<file path="src/pancfg_defines.vh">
// register offsets, field positions, reset values and timing counts of the negotiation block
`ifndef PANCFG_DEFINES_VH
`define PANCFG_DEFINES_VH
`define PANCFG_ADDR_BMC 5'h00
`define PANCFG_ADDR_BMS 5'h01
`define PANCFG_ADDR_ADV 5'h04
`define PANCFG_ADDR_LPA 5'h05
`define PANCFG_ADDR_EXP 5'h06
`define PANCFG_ADDR_STS 5'h10
`define PANCFG_ADDR_PCC 5'h19
`define PANCFG_BMC_RESTART 9
`define PANCFG_BMC_ISOLATE 10
`define PANCFG_BMC_ANEN 12
`define PANCFG_BMC_SPEED 13
`define PANCFG_BMC_DUPLEX 8
`define PANCFG_PCC_AUTOX 15
`define PANCFG_PCC_FORCEX 14
`define PANCFG_BMS_CONST 16'h7849
`define PANCFG_ADV_SELECTOR 16'h0001
`define PANCFG_LPA_PD100 16'h0081
`define PANCFG_LPA_PD10 16'h0021
`define PANCFG_PCC_RESET_HI 11'h600
`define PANCFG_BREAK_MS 1500
`define PANCFG_CLK_KHZ 125000
`define PANCFG_BREAK_CYCLES (`PANCFG_BREAK_MS * `PANCFG_CLK_KHZ)
`define PANCFG_SEED_RESET 8'h5a
`endif

</file>
<file path="src/pancfg_top.v">
// negotiation, crossover, strap capture and isolate control of a 10/100 transceiver
// Functional notes
// - send advertised abilities while negotiation enabled
// - resolve 100FD, 100HD, 10FD, 10HD priority
// - forced speed/duplex bits when negotiation off
// - constant capability bits, T4 reads zero
// - status shows complete, fault, link, preamble
// - advertise all by default, writes restrict
// - capture partner words, load parallel codes
// - expansion flags fault, pages, partner able
// - parallel detect configures single valid link
// - parallel detect sets bit 5/7, selector
// - parallel detect: partner able zero, complete
// - fault when both 100 and 10 links good
// - restart bit restarts negotiation
// - lost link resumes negotiation
// - break link timer silences line first
// - auto crossover default, strap, register
// - force crossover bit, no auto when forced
// - latch station address from straps
// - strapped zero isolates, written zero not
// - isolate bit enters isolate mode
// - isolate gates MII, management and line stay
// - straps set advertisement bits 8:5
`timescale 1ns/1ps
`include "pancfg_defines.vh"
module pancfg_top #(
	parameter [31:0] BREAK_CYCLES = `PANCFG_BREAK_CYCLES
) (
	// clock and reset
	input wire core_clk,
	input wire resetn,
	// management register port
	input wire [4:0] reg_addr,
	input wire reg_wr,
	input wire reg_rd,
	input wire [15:0] reg_wdata,
	output reg [15:0] reg_rdata,
	// strap pins
	input wire [4:0] station_address_strap,
	input wire negotiation_enable_strap,
	input wire mode_select_strap_low,
	input wire mode_select_strap_high,
	input wire auto_crossover_strap,
	// line side receivers and code word exchange
	input wire link_ok_100,
	input wire link_ok_10,
	input wire page_rx_valid,
	input wire [15:0] page_rx_word,
	input wire partner_np_able,
	input wire remote_fault,
	// line side control
	output reg flp_enable,
	output reg line_quiet,
	output reg speed_100,
	output reg full_duplex,
	output reg crossover,
	output reg link_up,
	// MII gating
	output wire mii_tx_accept,
	output wire mii_out_enable
);
	localparam ST_IDLE = 3'd0;
	localparam ST_BREAK = 3'd1;
	localparam ST_NEG = 3'd2;
	localparam ST_UP = 3'd3;
	localparam ST_FORCED = 3'd4;
	reg rst_a;
	reg rst_n;
	reg [15:0] bmc;
	reg [15:0] adv;
	reg [15:0] lpa;
	reg [1:0] pcc_x;
	reg [4:0] station_addr;
	reg strap_iso;
	reg pd_fault;
	reg page_seen;
	reg lp_an_able;
	reg an_done;
	reg [2:0] state;
	reg [31:0] timer;
	reg [7:0] seed;
	reg strap_taken;
	reg [2:0] strap_wait;
	reg forced_boot;
	reg en_cleared;
	wire [8:0] straps_s;
	wire l100;
	wire l10;
	wire s_an;
	wire s_a1;
	wire s_a0;
	wire s_ax;
	wire [4:0] s_addr;
	wire [15:0] bms;
	wire [15:0] common;
	wire isolated;
	wire an_active;
	// priority resolution of the common ability set
	function [1:0] pancfg_resolve;
		input [15:0] c;
		begin
			if (c[8])
				pancfg_resolve = 2'b11;
			else if (c[7])
				pancfg_resolve = 2'b10;
			else if (c[6])
				pancfg_resolve = 2'b01;
			else
				pancfg_resolve = 2'b00;
		end
	endfunction
	// reset release through two flops
	always @(posedge core_clk or negedge resetn)
	begin
		if (!resetn)
		begin
			rst_a <= 1'b0;
			rst_n <= 1'b0;
		end
		else
		begin
			rst_a <= 1'b1;
			rst_n <= rst_a;
		end
	end
	// strap and link level inputs pass the three stage synchroniser
	pancfg_sync3 #(.W(9)) u_sync (
		.core_clk(core_clk),
		.rst_n(rst_n),
		.din({auto_crossover_strap, mode_select_strap_high, mode_select_strap_low,
			negotiation_enable_strap, station_address_strap[4:0]}),
		.dout(straps_s)
	);
	assign s_addr = straps_s[4:0];
	assign s_an = straps_s[5];
	assign s_a0 = straps_s[6];
	assign s_a1 = straps_s[7];
	assign s_ax = straps_s[8];
	pancfg_sync3 #(.W(2)) u_sync_link (
		.core_clk(core_clk),
		.rst_n(rst_n),
		.din({link_ok_100, link_ok_10}),
		.dout({l100, l10})
	);
	assign bms = `PANCFG_BMS_CONST | {10'h000, an_done, remote_fault, 1'b0, link_up, 2'b00};
	assign common = adv & lpa;
	assign an_active = bmc[`PANCFG_BMC_ANEN];
	// strapped zero or bit 10 isolates
	assign isolated = bmc[`PANCFG_BMC_ISOLATE] | strap_iso;
	// MII gated, management and line untouched
	assign mii_tx_accept = ~isolated;
	assign mii_out_enable = ~isolated;
	// register read mux
	always @*
	begin
		if (reg_addr == `PANCFG_ADDR_BMC)
			reg_rdata = bmc;
		else if (reg_addr == `PANCFG_ADDR_BMS)
			reg_rdata = bms;
		else if (reg_addr == `PANCFG_ADDR_ADV)
			reg_rdata = adv;
		else if (reg_addr == `PANCFG_ADDR_LPA)
			reg_rdata = lpa;
		else if (reg_addr == `PANCFG_ADDR_EXP)
			reg_rdata = {11'h000, pd_fault, partner_np_able, 1'b0, page_seen, lp_an_able};
		else if (reg_addr == `PANCFG_ADDR_STS)
			reg_rdata = {11'h000, 1'b0, 1'b0, ~full_duplex ^ 1'b1, ~speed_100, link_up};
		else if (reg_addr == `PANCFG_ADDR_PCC)
			reg_rdata = {pcc_x, 9'h000, station_addr};
		else
			reg_rdata = 16'h0000;
	end
	// registers, negotiation state machine and line control
	always @(posedge core_clk or negedge rst_n)
	begin
		if (!rst_n)
		begin
			bmc <= 16'h0000;
			adv <= `PANCFG_ADV_SELECTOR;
			lpa <= 16'h0000;
			pcc_x <= 2'b10;
			station_addr <= 5'h00;
			strap_iso <= 1'b0;
			strap_taken <= 1'b0;
			strap_wait <= 3'd0;
			forced_boot <= 1'b0;
			en_cleared <= 1'b0;
			pd_fault <= 1'b0;
			page_seen <= 1'b0;
			lp_an_able <= 1'b0;
			an_done <= 1'b0;
			state <= ST_IDLE;
			timer <= 32'h0;
			seed <= `PANCFG_SEED_RESET;
			flp_enable <= 1'b0;
			line_quiet <= 1'b1;
			speed_100 <= 1'b0;
			full_duplex <= 1'b0;
			crossover <= 1'b0;
			link_up <= 1'b0;
		end
		else
		begin
			seed <= {seed[6:0], seed[7] ^ seed[5] ^ seed[4] ^ seed[3]};
			// let the strap synchroniser settle before latching
			if (!strap_taken && strap_wait != 3'd5)
				strap_wait <= strap_wait + 3'd1;
			else if (!strap_taken)
			begin
				strap_taken <= 1'b1;
				station_addr <= s_addr;
				strap_iso <= (s_addr == 5'h00);
				pcc_x <= {s_ax, 1'b0};
				forced_boot <= ~s_an;
				bmc[`PANCFG_BMC_ANEN] <= s_an;
				bmc[`PANCFG_BMC_SPEED] <= s_a1;
				bmc[`PANCFG_BMC_DUPLEX] <= s_a0;
				if (!s_an)
					adv[8:5] <= 4'hf;
				else if ({s_a1, s_a0} == 2'b00)
					adv[8:5] <= 4'h3;
				else if ({s_a1, s_a0} == 2'b01)
					adv[8:5] <= 4'hc;
				else if ({s_a1, s_a0} == 2'b10)
					adv[8:5] <= 4'h5;
				else
					adv[8:5] <= 4'hf;
				state <= s_an ? ST_NEG : ST_FORCED;
			end
			else
			begin
				// management writes
				if (reg_wr && reg_addr == `PANCFG_ADDR_BMC)
				begin
					bmc <= reg_wdata & 16'h3700;
					// forced start needs enable cleared then set
					if (!reg_wdata[`PANCFG_BMC_ANEN])
						en_cleared <= 1'b1;
				end
				if (reg_wr && reg_addr == `PANCFG_ADDR_ADV)
					adv <= {reg_wdata[15:5], 5'h01};
				if (reg_wr && reg_addr == `PANCFG_ADDR_PCC)
				begin
					pcc_x <= reg_wdata[15:14];
					station_addr <= reg_wdata[4:0];
				end
				// capture base and next page words
				if (page_rx_valid)
				begin
					lpa <= page_rx_word;
					page_seen <= 1'b1;
					lp_an_able <= 1'b1;
				end
				else if (reg_rd && reg_addr == `PANCFG_ADDR_EXP)
					page_seen <= 1'b0;
				if (reg_rd && reg_addr == `PANCFG_ADDR_EXP && !(state == ST_NEG && l100 && l10))
					pd_fault <= 1'b0;
				case (state)
					ST_FORCED:
					begin
						speed_100 <= bmc[`PANCFG_BMC_SPEED];
						full_duplex <= bmc[`PANCFG_BMC_DUPLEX];
						flp_enable <= 1'b0;
						line_quiet <= 1'b0;
						link_up <= bmc[`PANCFG_BMC_SPEED] ? l100 : l10;
						// only forced crossover in forced mode
						crossover <= pcc_x[0];
						an_done <= 1'b0;
						if (an_active && (!forced_boot || en_cleared))
						begin
							timer <= BREAK_CYCLES;
							state <= ST_BREAK;
						end
					end
					ST_BREAK:
					begin
						// silence line until break timer expires
						flp_enable <= 1'b0;
						line_quiet <= 1'b1;
						link_up <= 1'b0;
						an_done <= 1'b0;
						if (timer <= 32'd1)
							state <= ST_NEG;
						else
							timer <= timer - 32'd1;
					end
					ST_NEG:
					begin
						flp_enable <= 1'b1;
						line_quiet <= 1'b0;
						if (!pcc_x[1])
							crossover <= pcc_x[0];
						else if (timer[19:0] == 20'h00000)
							crossover <= seed[0];
						timer <= timer + 32'd1;
						// fault when both 100 and 10 links good
						if (l100 && l10)
							pd_fault <= 1'b1;
						if (page_rx_valid)
						begin
							speed_100 <= pancfg_resolve(adv & page_rx_word) >= 2'b10;
							full_duplex <= pancfg_resolve(adv & page_rx_word) == 2'b11
								|| pancfg_resolve(adv & page_rx_word) == 2'b01;
							an_done <= 1'b1;
							link_up <= 1'b0; // link confirmed once receivers report it
							state <= ST_UP;
						end
						// single valid link configures that technology
						else if (l100 ^ l10)
						begin
							lpa <= l100 ? `PANCFG_LPA_PD100 : `PANCFG_LPA_PD10;
							lp_an_able <= 1'b0;
							speed_100 <= l100;
							full_duplex <= 1'b0;
							an_done <= 1'b1;
							link_up <= 1'b1;
							state <= ST_UP;
						end
					end
					ST_UP:
					begin
						link_up <= l100 | l10;
						if (link_up && !(l100 | l10))
						begin
							timer <= BREAK_CYCLES;
							state <= ST_BREAK;
						end
					end
					default:
						state <= ST_FORCED;
				endcase
				if (reg_wr && reg_addr == `PANCFG_ADDR_BMC && reg_wdata[`PANCFG_BMC_RESTART]
					&& reg_wdata[`PANCFG_BMC_ANEN] && state != ST_FORCED)
				begin
					timer <= BREAK_CYCLES;
					state <= ST_BREAK;
				end
				else if (reg_wr && reg_addr == `PANCFG_ADDR_BMC && !reg_wdata[`PANCFG_BMC_ANEN])
					state <= ST_FORCED;
			end
		end
	end
endmodule // pancfg_top

</file>
<file path="src/pancfg_sync3.v">
// three-stage synchroniser with agreement of the last two stages
`timescale 1ns/1ps
`include "pancfg_defines.vh"
module pancfg_sync3 #(
	parameter W = 1
) (
	// clock and reset
	input wire core_clk,
	input wire rst_n,
	// data
	input wire [W-1:0] din,
	output reg [W-1:0] dout
);
	reg [W-1:0] s1;
	reg [W-1:0] s2;
	reg [W-1:0] s3;
	// shift chain, output changes when stage 2 and 3 agree
	always @(posedge core_clk or negedge rst_n)
	begin
		if (!rst_n)
		begin
			s1 <= {W{1'b0}};
			s2 <= {W{1'b0}};
			s3 <= {W{1'b0}};
			dout <= {W{1'b0}};
		end
		else
		begin
			s1 <= din;
			s2 <= s1;
			s3 <= s2;
			if (s2 == s3)
				dout <= s3;
		end
	end
endmodule // pancfg_sync3

</file>
<file path="config.mk">
export PLATFORM = sky130hd
export DESIGN_NAME = pancfg_top
export DESIGN_NICKNAME = d
export VERILOG_FILES = /design/src/pancfg_top.v /design/src/pancfg_sync3.v
export VERILOG_INCLUDE_DIRS = /design/src
export SDC_FILE = /design/constraint.sdc
export NUM_CORES = 1
export LEC_CHECK = 0
export ABC_AREA = 1
export BUFFER_PORTS_ARGS = -buffer_cell sky130_fd_sc_hd__buf_2
export CORE_MARGIN = 5
export CORE_UTILIZATION = 45
export CTS_BUF_LIST = sky130_fd_sc_hd__clkbuf_8 sky130_fd_sc_hd__clkbuf_16
export DETAILED_ROUTE_END_ITERATION = 8
export PLACE_DENSITY_LB_ADDON = 0.05
export SLEW_MARGIN = 20
export SYNTH_ARGS = -nofsm -noshare
export SYNTH_HDL_FRONTEND = slang
export SYNTH_SLANG_ARGS = --single-unit
</file>
<file path="constraint.sdc">
create_clock -name core_clk -period 4.48 [get_ports core_clk]
set_clock_uncertainty 0.2 [all_clocks]
set_input_delay 1.12 -clock core_clk [delete_from_list [all_inputs] [get_ports core_clk]]
set_output_delay 1.12 -clock core_clk [all_outputs]
set_load 0.02 [all_outputs]
</file>
==> results of run 1 <==
stage by stage:
stage / hold slack, ps / cell area [sq um] / setup slack (ps) / instances
finish: 151 / 9560 / 566 / 1491
global route: 159 / 9560 / 446 / 1491
CTS: 155 / 9560 / 594 / 1491
detailed placement: 136 / 8950 / 600 / 1459
global placement: 133 / 8950 / 566 / 1459
floorplan: 131 / 8410 / 818 / 1182
cell usage after synthesis, drive strengths merged (3+ instances only):
cell / number
nand4: 18
dfstp: 6
a31oi: 4
nor2: 166
nor3: 18
a21oi: 34
o21ai: 67
or2: 3
dfrtp: 139
o211ai: 13
o221ai: 9
clkbuf: 13
xor2: 9
a211oi: 8
xnor2: 7
inv: 123
ha: 10
o22ai: 5
nand2: 385
buf: 29
nand3: 100
final timing paths:
kind / startpoint / end / slack [ps] / cells after the start
min in group asynchronous: rst_n / u_sync.s2[5] / 210 / 0
worst min register to register: u_sync.s1[7] / u_sync.s2[7] / 150 / 0
worst max register to register: state[0] / timer[26] / 1670 / 8
max in group asynchronous: rst_n / seed[1] / 2910 / 1
worst min-delay path: u_sync.s1[7] / u_sync.s2[7] / 150 / 0
worst max-delay path: reg_addr[4] / reg_rdata[1] / 570 / 9
cells by family (layout without fill, tap and decap cells):
| family | after synthesis | in the layout | share of synthesized area [%] |
|---|---|---|---|
| other | 1 | 1 | 0.0446 |
| muxes | 1 | 1 | 0.134 |
| DFF | 145 | 145 | 43.2 |
| buffers and inverters | 167 | 242 | 8.21 |
| xor gates and xnor gates | 16 | 16 | 1.67 |
| adders and majority gates | 10 | 10 | 1.49 |
| AOI/OAI and AO/OA | 149 | 149 | 10.4 |
| and+or+nand+nor | 693 | 693 | 34.9 |
sequential cells by signal, summed over array words and instances, names as in the netlist, 3 cells and up:
name          cells
timer            32
lpa              16
adv              11
u_sync.dout       9
u_sync.s1         9
u_sync.s2         9
u_sync.s3         9
seed              8
bmc               5
station_addr      5
state             3
strap_wait        3
area by class of cell:
type	instances	area share [%]
multi-input combinational	870	42.8
clock buffer	17	4.45
tap	234	3.06
clock inverter	15	1.96
timing repair buffer	85	4.76
sequential	145	38.1
inverter	125	4.91
per-layer routing:
metal  wire length (um)  up-vias  part of all wire (%)
met5                  0        -                     0
li1                   -     3939                     -
met4                811        0                   3.3
met3               1080       45                   4.4
met2              11800      229                    47
met1              11200     3626                    45
layout by cell type, fill, tap and decap left out, drive strengths merged, types with 7 or more instances in the layout:
master	instances
a211oi	8
o21ai	67
clkbuf	17
nand2	385
inv	129
o211ai	13
clkinv	10
dfrtp	139
nor2	166
ha	10
xnor2	7
a21oi	34
nand3	100
nand4	18
buf	85
xor2	9
o221ai	9
nor3	18
critical path, stage by stage:
cell	delay, ps
sky130_fd_sc_hd__buf_2	110
sky130_fd_sc_hd__inv_1	130
sky130_fd_sc_hd__nand3_1	160
sky130_fd_sc_hd__nor3_1	380
sky130_fd_sc_hd__inv_1	120
sky130_fd_sc_hd__o211ai_1	110
sky130_fd_sc_hd__nand2_1	80
sky130_fd_sc_hd__a21oi_1	180
sky130_fd_sc_hd__buf_2	200
power breakdown:
| part | leakage [nW] | internal [W] | switching, W |
|---|---|---|---|
| clock network | 0.294 | 0.000760 | 0.000699 |
| logic | 2.55 | 0.000491 | 0.00115 |
| registers | 1.75 | 0.00153 | 0.000273 |
| total | 4.59 | 0.00278 | 0.00212 |
==> results, run 1 <==
- Sorting the synthesized cells by area gives the leading types as sky130_fd_sc_hd__dfrtp_1, sky130_fd_sc_hd__nand2_1, sky130_fd_sc_hd__nor2_1.
- For this block, the routed nets add up to 24800 um of wire.
- The cell count after synthesis came out at approximately 1200.
- The count of buffers from port buffering is a little under 80.
- The Yosys step of the flow raised 0 warnings.
- The routed via count is 7839.
- The region available for standard cell placement spans between 0.015 and 0.02 sq mm.
- The type of the most critical hold path is reg -> reg.
- The post-CTS setup buffer count is 0.
- After synthesis the cells add up to 0.00841 sq mm.
- The clock buffer count from CTS is 17.
- The tree built by TritonCTS fans out to 145 sinks.
- The TritonCTS clock tree is built.
- The critical path data arrival time is 2590 ps.
- Of the cells placed in the final design, the portion with a size suffix greater than 1 is between 10% and 20%.
- After detailed routing, the number of remaining DRC violations is 0.
- The layer with the highest usage after global routing is met2.
- The post-layout net count is approximately 1300.
- Setup violations remaining at the end of the flow were counted as 0.
- The pin count of the biggest net entering global routing is 88.
- The number of gates resized after cts is 0.
- In the global route stage, met3 resource usage came out at under 10%.
- Setup repair after global routing left no endpoint under its margin.
- The worst-case headroom to the max-slew limit is about two fifths.
- The number of enable flip-flop cells after synthesis is 0.
- The areal power density over the cells is 512 mW/mm^2.
- The element type at the critical path start is a primary input.
- For this configuration, the core starts out at a cell density of 45.3%.
- The clock passes through at most 2 buffers.
- The final sum of negative setup slack is 0 ps.
- The clock tree synthesis step divided the H-tree into 4 levels.
- Summed over all nets, the half-perimeter wirelength after detailed placement is 18600 um.
- In the global route stage, met2 resource usage came out at between 30% and 40%.
- The kind of critical path is in -> out.
- Global routing consumed, on the met1 layer, a little under a third of the routing resources.
- The total count of max-transition violations in the final report was 0.
- At the later pin of the worst-skew pair, clock insertion delay measures about 430 ps.
- The final standard cell utilization of the core is around half.
- The element type at the critical path end is an output pin.
- The number of buffers added to fix hold violations after cts is 0.
- The area fraction of the dominant cell type after synthesis is about two fifths.
- The final critical path takes up between 80% and 90% of the cycle.
- The total count of hold-check failures in the final report is 0.
- The number of flip-flops and latches in the synthesized netlist is ~150.
- The first-pass GRT wire length is ~40000 um.
- The I/O pin count is 79.
- Registers take roughly 0.0036 sq mm.
- For the worst setup path, the data required time is approximately 3200 ps.
- The sequential element share of the synthesized area is 43.2%.
- The length of the first detailed-routing pass in iterations is 7.
- The number of global-route vias before repair is between 7000 and 8000.
- The number of antenna violations at the first check in global routing is 0.
- The mean number of vias per cell is between 5 and 6.
- The final RePlAce weighted congestion is 0.924.
- The commonest register cell after synthesis is sky130_fd_sc_hd__dfrtp_1.
- The net count of the mapped netlist is ~1200.
- The largest fanout of any net on the critical path is 4.
- After detailed routing, the average wire length per cell comes to around 17 um.
- Averaged over all synthesized cells, the footprint is between 7 and 8 sq um.
- For this run, the total global-route usage over all layers was measured as 23.8%.
- The design draws 0.00490 W.
- The count of antenna diodes in the layout is 0.
- For this block, the initial DRC count from the detailed router was ~530.
- The overall overflow remaining after global route is 0.
- The share of flip-flops with an asynchronous set or reset after synthesis is 100%.
- The number of unique standard cell types used by synthesis is 45.
- The fill cell total of the finished layout is 1860.
- The cell taking the most area after synthesis is sky130_fd_sc_hd__dfrtp_1.
- The die is between 100 and 150 um wide.
- The floorplan has 50 rows.
- In this run the remaining antenna-violating nets after routing total 0.
- The multi-input combinational cell area is roughly 0.0041 sq mm.
- The run finished with clean final reports.
- The upper clock frequency limit is approximately 0.26 GHz.
- The tool flagged a number of max-cap violations equal to 0.
- In this run the static leakage power is ~4.6 nW.
- The tree is rooted in a sky130_fd_sc_hd__clkbuf_16.
- The floorplan step defined a die boundary enclosing 0.0215 sq mm.
- The largest voltage drop on the vdd net is approximately 0.28 mV.
- Measured along the y axis, the die boundary spans ~150 um.
- The slew at the pin closest to its max-slew limit is between 900 and 1000 ps.
- The synthesis-to-layout area growth is 13.7%.
- The time the worst path needs with I/O delays and setup is approximately 3900 ps.
- The clock slew at the register clock pins of the worst setup and hold paths is around 80 ps.
Note: power is estimated with default switching activity, not from simulation.
==> run 2: changes to the inputs <==
==> constraint.sdc (replaced) <==
create_clock -name core_clk -period 3.44 [get_ports core_clk]
set_clock_uncertainty 0.2 [all_clocks]
set_input_delay 0.86 -clock core_clk [delete_from_list [all_inputs] [get_ports core_clk]]
set_output_delay 0.86 -clock core_clk [all_outputs]
set_load 0.02 [all_outputs]
==> results, run 2 (synthesis gave the netlist of run 1 again) <==
- The run finished with clean final reports.
- The initial core utilization is 45.3% (unchanged).
- The most common cell after layout, fill and taps aside is sky130_fd_sc_hd__nand2_1.
- The final routed wirelength across all metal layers is 24800 um (-0.11%).
- The switching power is 0.00275 W (+30%).
- The number of DRC violations after detailed routing is 0 (unchanged).
- The setup slack of the most critical reg-to-reg path is 900 ps (-770 ps).
- The post-CTS setup buffer count is 0 (unchanged).
- The proportion of total power due to net switching is 43.1% (-0.18 points).
- The length of the first detailed-routing pass in iterations is 5 (-2).
- The kind of critical path is in -> out.
- The areal power density over the cells is 665 mW/mm^2 (+30%).
- timer holds more flip-flops than any other register.
- The clock share of power was 29.9% (about the same).
- The largest registers in the layout are timer (32), lpa (16), adv (11).
- The insertion delay to the later sink of the worst-skew pair is 430 ps (about the same).
- The static leakage is 4.63 nW (+0.76%).
- The fraction of layout instances using a drive strength above 1 is 14.0% (+0.40 points).
- The number of rows created at floorplan is 50 (unchanged).
- The final sum of negative setup slack is 0 ps (unchanged).
- The number of antenna violations at the first check in global routing is 1 (+1).
- The slowest stage of the critical path belongs to the cell sky130_fd_sc_hd__o221ai_1.
- The post-layout net count was 1316 (+0.53%).
- The post-route fraction of the period consumed by the critical path is between 90% and 100%.
- In the layout the commonest cells are sky130_fd_sc_hd__nand2_1, sky130_fd_sc_hd__nor2_1, sky130_fd_sc_hd__dfrtp_1, sky130_fd_sc_hd__inv_1, sky130_fd_sc_hd__nand3_1.
- The largest incremental delay on the critical path came to 320 ps (-60 ps).
- The design internal power came to 0.00364 W (+31%).
- Walking the worst path, the cells encountered are buf_2, inv_1, nand3_1, nor2_1, inv_1, o221ai_1, buf_2.
- The fill cell total of the finished layout is 1879 (+1.0%).
- The final RePlAce weighted congestion is 0.910 (-1.5%).
- The worst-case headroom to the max-slew limit is 48.8% (+10 points).
- The pin count of the biggest net entering global routing came to 58 (-34%).
- The die outline area is 0.0215 sq mm (unchanged).
- The HPWL after detailed placement is 18800 um (+0.76%).
- The remaining antenna violation count after routing is 0 (unchanged).
- The height of the chip came to 147 um (unchanged).
- The I/O pin count came to 79 (unchanged).
- The TritonCTS clock tree is built.
- The time the worst path needs with I/O delays and setup is about 3200 ps.
- The cell family contributing the most delay on the critical path is buffers and inverters.
- The element type at the critical path end is an output pin.
- The count of buffers from port buffering is 78 (unchanged).
- The critical path data arrival time is 2160 ps (-430 ps).
- The die outline width is 147 um (unchanged).
- The worst slack at placement came to 238 ps (-363 ps).
- The mean number of vias per cell came to 5.19 (-1.3%).
- The max capacitance violation total is 0 (unchanged).
- The number of buffers and inverters on the critical path was 4 (unchanged).
- The largest voltage drop on the vdd net came to 0.383 mV (+38%).
- The per-cell routed wire length is 16.6 um (-0.58%).
- The aggregate global-route resource usage was 23.9% (+0.14 points).
- The number of global-route vias before repair is 7728 (+1.3%).
- The sequential fraction of design power came to 36.6% (-0.2 points).
- The final-report setup violation count came to 0 (unchanged).
- The maximum level of the CTS H-tree is 4 (unchanged).
- The clock buffer count from CTS came to 17 (unchanged).
- The element type at the critical path start is a primary input.
- The min-delay analysis places its worst path in the category reg -> async.
- The logic gate share of total power is 33.6% (+0.2 points).
- The overall overflow remaining after global route is 0 (unchanged).
- The number of sinks handled by clock tree synthesis was 145 (unchanged).
- The maximum number of buffers from clock root to sink came to 2 (unchanged).
- The routed via count is 7774 (-0.83%).
- The required time of the worst setup path was 2380 ps (-780 ps).
- The upper clock frequency limit is 0.310 GHz.
- The slack of the critical path is 217 ps (-349 ps).
- Relative to the synthesized area, the layout overhead comes to 14.3%.
- The slew at the pin closest to its max-slew limit is 765 ps (-154 ps).
- The count of antenna diodes in the layout was 0 (unchanged).
- The detailed router's first-iteration violation count was 412 (-23%).
- The number of flip-flops in the largest register is 32 (unchanged).
- The area inside the core boundary came to 0.0186 sq mm (unchanged).
- Setup repair after global routing left no endpoint under its margin.
- The first-pass GRT wire length is 40800 um (about the same).
- The clock tree root buffer cell is sky130_fd_sc_hd__clkbuf_16.
- The total count of max-transition violations in the final report came to 0 (unchanged).
- The clock slew at the register clock pins of the worst setup and hold paths is 70 ps (about the same).
- The total count of hold-check failures in the final report is 0 (unchanged).
- The largest fanout of any net on the critical path is 11 (+7).
-- run 2: stage by stage --
step	area [sq um]	util (%)	instances	power [W]	hold slack (ps)
after CTS	9620	51.8	1498	0.00645	154
after global routing	9620	51.8	1498	0.00687	156
after global placement	8990	48.4	1465	0.00451	131
after floorplan	8410	-	1182	0.00390	131
final	9620	51.8	1498	0.00639	139
after detailed placement	8990	48.4	1465	0.00451	136
-- run 2: timing repair --
action / 4_1_cts / 5_1_grt
gates resized for setup: 0 / 0
hold buffers: 1 / 0
hold endpoints to repair: 2 / 0
-- run 2: final timing paths --
kind                                   from           endpoint  cells past startpoint
max in group asynchronous             rst_n            seed[1]                      1
worst min-delay path                  rst_n  u_sync_link.s3[1]                      0
worst min register to register        rst_n  u_sync_link.s3[1]                      0
min in group core_clk                 rst_a              rst_n                      0
worst max-delay path            reg_addr[4]       reg_rdata[5]                      7
worst max register to register     timer[0]          timer[24]                     12
-- run 2: worst reg2reg max path, delay by kind of cell (launching register included) --
family	cells	cell delay [ps]
and+or+nand+nor	10	1370
buffers and inverters	1	180
adders and majority gates	1	290
DFF	1	430
-- run 2: layer usage --
layer  vias to the layer above  share of wire, %  GRT usage [%]  routed length (um)
li1                       3938                 -              -                   -
met1                      3619                44           30.6               10900
met2                       176                49           40.3               12100
met5                         -             0.048              0                  12
met3                        39               4.5           4.75                1110
met4                         2               2.8           8.94                 703
-- run 2: power groups by stage --
stage / clock network, W / registers (W) / logic [W]
finish: 0.00191 / 0.00234 / 0.00215
global route: 0.00203 / 0.00238 / 0.00246
CTS: 0.00195 / 0.00233 / 0.00216
detailed placement: 0 / 0.00236 / 0.00215
global placement: 0 / 0.00237 / 0.00214
floorplan: 0 / 0.00223 / 0.00167
-- run 2: final cells by class --
type	instances	area [sq um]	area share [%]
Multi-Input combinational cell	870	4090	42.6
Sequential cell	145	3640	37.8
Timing Repair Buffer	92	510	5.31
Inverter	125	469	4.88
Clock buffer	17	425	4.42
Tap cell	234	293	3.04
Clock inverter	15	188	1.95
==> run 3: changes to the inputs <==
--- a/config.mk
+++ b/config.mk
@@ -9,10 +9,11 @@
 export ABC_AREA = 1
 export BUFFER_PORTS_ARGS = -buffer_cell sky130_fd_sc_hd__buf_2
 export CORE_MARGIN = 5
-export CORE_UTILIZATION = 45
+export CORE_UTILIZATION = 54
 export CTS_BUF_LIST = sky130_fd_sc_hd__clkbuf_8 sky130_fd_sc_hd__clkbuf_16
 export DETAILED_ROUTE_END_ITERATION = 8
 export PLACE_DENSITY_LB_ADDON = 0.05
+export REMOVE_ABC_BUFFERS = 1
 export SLEW_MARGIN = 20
 export SYNTH_ARGS = -nofsm -noshare
 export SYNTH_HDL_FRONTEND = slang
==> results, run 3 (synthesis gave the netlist of run 1 again) <==
- The flow ran to the end, and the final reports show no timing, DRC or antenna violations.
- The number of buffers added to fix hold violations after cts is 1 (unchanged).
- The overall power consumption is 0.00647 W (+1.2%).
- The most common cell after layout, fill and taps aside is sky130_fd_sc_hd__nand2_1.
- The total count of max-transition violations in the final report is 0 (unchanged).
- The register area is 0.00364 sq mm (unchanged).
- The maximum level of the CTS H-tree is 4 (unchanged).
- The final routed wirelength across all metal layers came to 23800 um (-4.1%).
- The insertion delay to the later sink of the worst-skew pair is 440 ps (about the same).
- The post-route fraction of the period consumed by the critical path is 91.9% (-1.8 points).
- The number of DRC violations after detailed routing is 0 (unchanged).
- The detailed router's first-iteration violation count is 846 (+110%).
- The post-layout net count is 1317 (+0.076%).
- In this run the most critical hold path is launched from u_sync_link.s1[1].
- The setup slack of the most critical reg-to-reg path is 910 ps (about the same).
- The element type at the critical path start is a primary input.
- The height of the chip is 135 um (-8.1%).
- The largest incremental delay on the critical path was 240 ps (-80 ps).
- The register with the most flip-flops in the final layout is timer.
- The HPWL after detailed placement was 17600 um (-6.4%).
- The multi-input combinational cell area is 0.00409 sq mm (unchanged).
- The length of the first detailed-routing pass in iterations came to 5 (unchanged).
- The mean number of vias per cell came to 5.40 (+4.1%).
- The library cells used most frequently in the layout, excluding fill and tap cells, are sky130_fd_sc_hd__nand2_1, sky130_fd_sc_hd__nor2_1, sky130_fd_sc_hd__dfrtp_1, sky130_fd_sc_hd__inv_1, sky130_fd_sc_hd__nand3_1.
- In this run the clock root is driven by a sky130_fd_sc_hd__clkbuf_16.
- The signal on the critical path passes through buf_2, inv_1, nand3_1, nor3_1, inv_1, or2_0, nand2_1, a21oi_1, buf_2.
- The remaining antenna violation count after routing is 0 (unchanged).
- The clock slew at the register clock pins of the worst setup and hold paths is 70 ps (about the same).
- The static leakage is 4.64 nW (+0.29%).
- The cell with the largest stage delay on the worst path is sky130_fd_sc_hd__nor3_1.
- The overall overflow remaining after global route was 0 (unchanged).
- The number of antenna violations at the first check in global routing was 0 (-1).
- The total count of hold-check failures in the final report is 0 (unchanged).
- The kind of critical path is in -> out.
- The largest fanout of any net on the critical path is 3 (-8).
- The capture instance of the worst register-to-register path is timer[3].
- The count of antenna diodes in the layout is 0 (unchanged).
- The maximum number of buffers from clock root to sink came to 2 (unchanged).
- The largest voltage drop on the vdd net came to 0.521 mV (+36%).
- The final sum of negative setup slack was 0 ps (unchanged).
- The final-report setup violation count is 0 (unchanged).
- The per-cell routed wire length is 16.1 um (-2.7%).
- The post-CTS setup buffer count is 0 (unchanged).
- The slew at the pin closest to its max-slew limit is 756 ps (-9.54 ps).
- The number of cells traversed by the worst register-to-register path is 12 (unchanged).
- The type of the most critical hold path is reg -> reg.
- Along the worst hold path, the cell count comes to 0.
- The fill cell total of the finished layout was 1450 (-23%).
- The time the worst path needs with I/O delays and setup is 3160 ps (-62.2 ps).
- The die outline area is 0.0182 sq mm (-16%).
- The number of gates resized after cts is 0 (unchanged).
- The fraction of layout instances using a drive strength above 1 is 14.1% (+0.068 points).
- The die outline width is 135 um (-8.1%).
- The number of sinks handled by clock tree synthesis came to 145 (unchanged).
- The critical path data arrival time is 2100 ps (-60 ps).
- The final RePlAce weighted congestion was 0.969 (+6.5%).
- The max capacitance violation total is 0 (unchanged).
- The area inside the core boundary is 0.0153 sq mm (-18%).
- The number of buffers and inverters on the critical path is 4 (unchanged).
- The count of buffers from port buffering is 78 (unchanged).
- STA classifies the critical path endpoint as an output pin.
- The initial core utilization is 55.1% (+9.9 points).
- The areal power density over the cells was 673 mW/mm^2 (+1.3%).
- The number of flip-flops in the largest register is 32 (unchanged).
- The I/O pin count is 79 (unchanged).
- The upper clock frequency limit is 0.316 GHz (+2.0%).
- The routed via count was 7975 (+2.6%).
- Setup repair after global routing left no endpoint under its margin.
- In the final layout, the registers with the most flip-flops are timer (32), lpa (16), adv (11).
- The aggregate global-route resource usage is 26.8% (+2.9 points).
- The worst-case headroom to the max-slew limit is 49.6% (+0.70 points).
- The TritonCTS clock tree is built.
- The number of global-route vias before repair came to 7277 (-5.8%).
- The number of rows created at floorplan came to 45 (-10%).
- The clock buffer count from CTS came to 17 (unchanged).
- The sink of the worst hold path is u_sync_link.s2[1].
- The first-pass GRT wire length is 38400 um (-5.9%).
- The required time of the worst setup path came to 2380 ps (about the same).
- The critical path starts at reg_addr[4].
- The synthesis-to-layout area growth was 14.3% (about the same).
- Broken down by cell family, the worst path's largest delay share belongs to simple AND/OR/NAND/NOR gates.
- The worst register-to-register path begins at timer[0].
- The pin count of the biggest net entering global routing is 56 (-3.4%).
[run 3: cell count changes in the layout (fill, tap and decap cells not counted), sizes merged]
cell,previous run,this run
buf,91,92
clkinv,10,11
clkinvlp,1,0
[run 3: power by group]
part	leakage [nW]	internal, W	switching, W	total (W)
sequential	1.75	0.00199	0.000367	0.00236
combinational	2.58	0.000665	0.00154	0.00221
clock	0.303	0.00100	0.000907	0.00191
total	4.64	0.00366	0.00282	0.00647
[run 3: metal layers]
metal | up-vias | track usage (%) | part of all wire [%]
li1 | 3948 | - | -
met1 | 3683 | 41.3 | 49
met2 | 323 | 38.6 | 42
met3 | 21 | 6.04 | 8.1
met4 | 0 | 5.71 | 0.92
met5 | - | 0 | 0
[run 3: worst register-to-register path: cells and delay by family, from the launching register on]
family,cells,cell delay (ps)
simple gates,10,1350
flops,1,430
fa+ha+maj,1,320
buf+inv,1,180
[run 3: layout make-up]
| cell class | instances | share of cell area, % |
|---|---|---|
| multi-input cells | 870 | 42.6 |
| repair buffers | 93 | 5.39 |
| well taps | 211 | 2.75 |
| clock buffers | 17 | 4.42 |
| flip-flops and latches | 145 | 37.9 |
| inverters | 125 | 4.88 |
| clock inverters | 15 | 2.15 |
[run 3: how the worst max path moves through the flow]
stage	to	slack (ps)	cells after the start
2_1_floorplan	adv[10]	-1090	0
3_3_place_gp	reg_rdata[1]	310	9
3_5_place_dp	reg_rdata[1]	310	9
4_1_cts	reg_rdata[2]	300	7
5_1_grt	reg_rdata[2]	110	7
6_report	reg_rdata[1]	280	9
[run 3: through the flow]
| stage | hold WS [ps] | instances | setup slack (ps) | area (sq um) | util [%] |
|---|---|---|---|---|---|
| 2_1_floorplan | 131 | 1140 | -1090 | 8190 | - |
| 3_3_place_gp | 132 | 1443 | 309 | 8970 | 58.8 |
| 3_5_place_dp | 135 | 1443 | 309 | 8970 | 58.8 |
| 4_1_cts | 150 | 1476 | 297 | 9620 | 63.0 |
| 5_1_grt | 162 | 1476 | 113 | 9620 | 63.0 |
| 6_report | 149 | 1476 | 279 | 9620 | 63.0 |
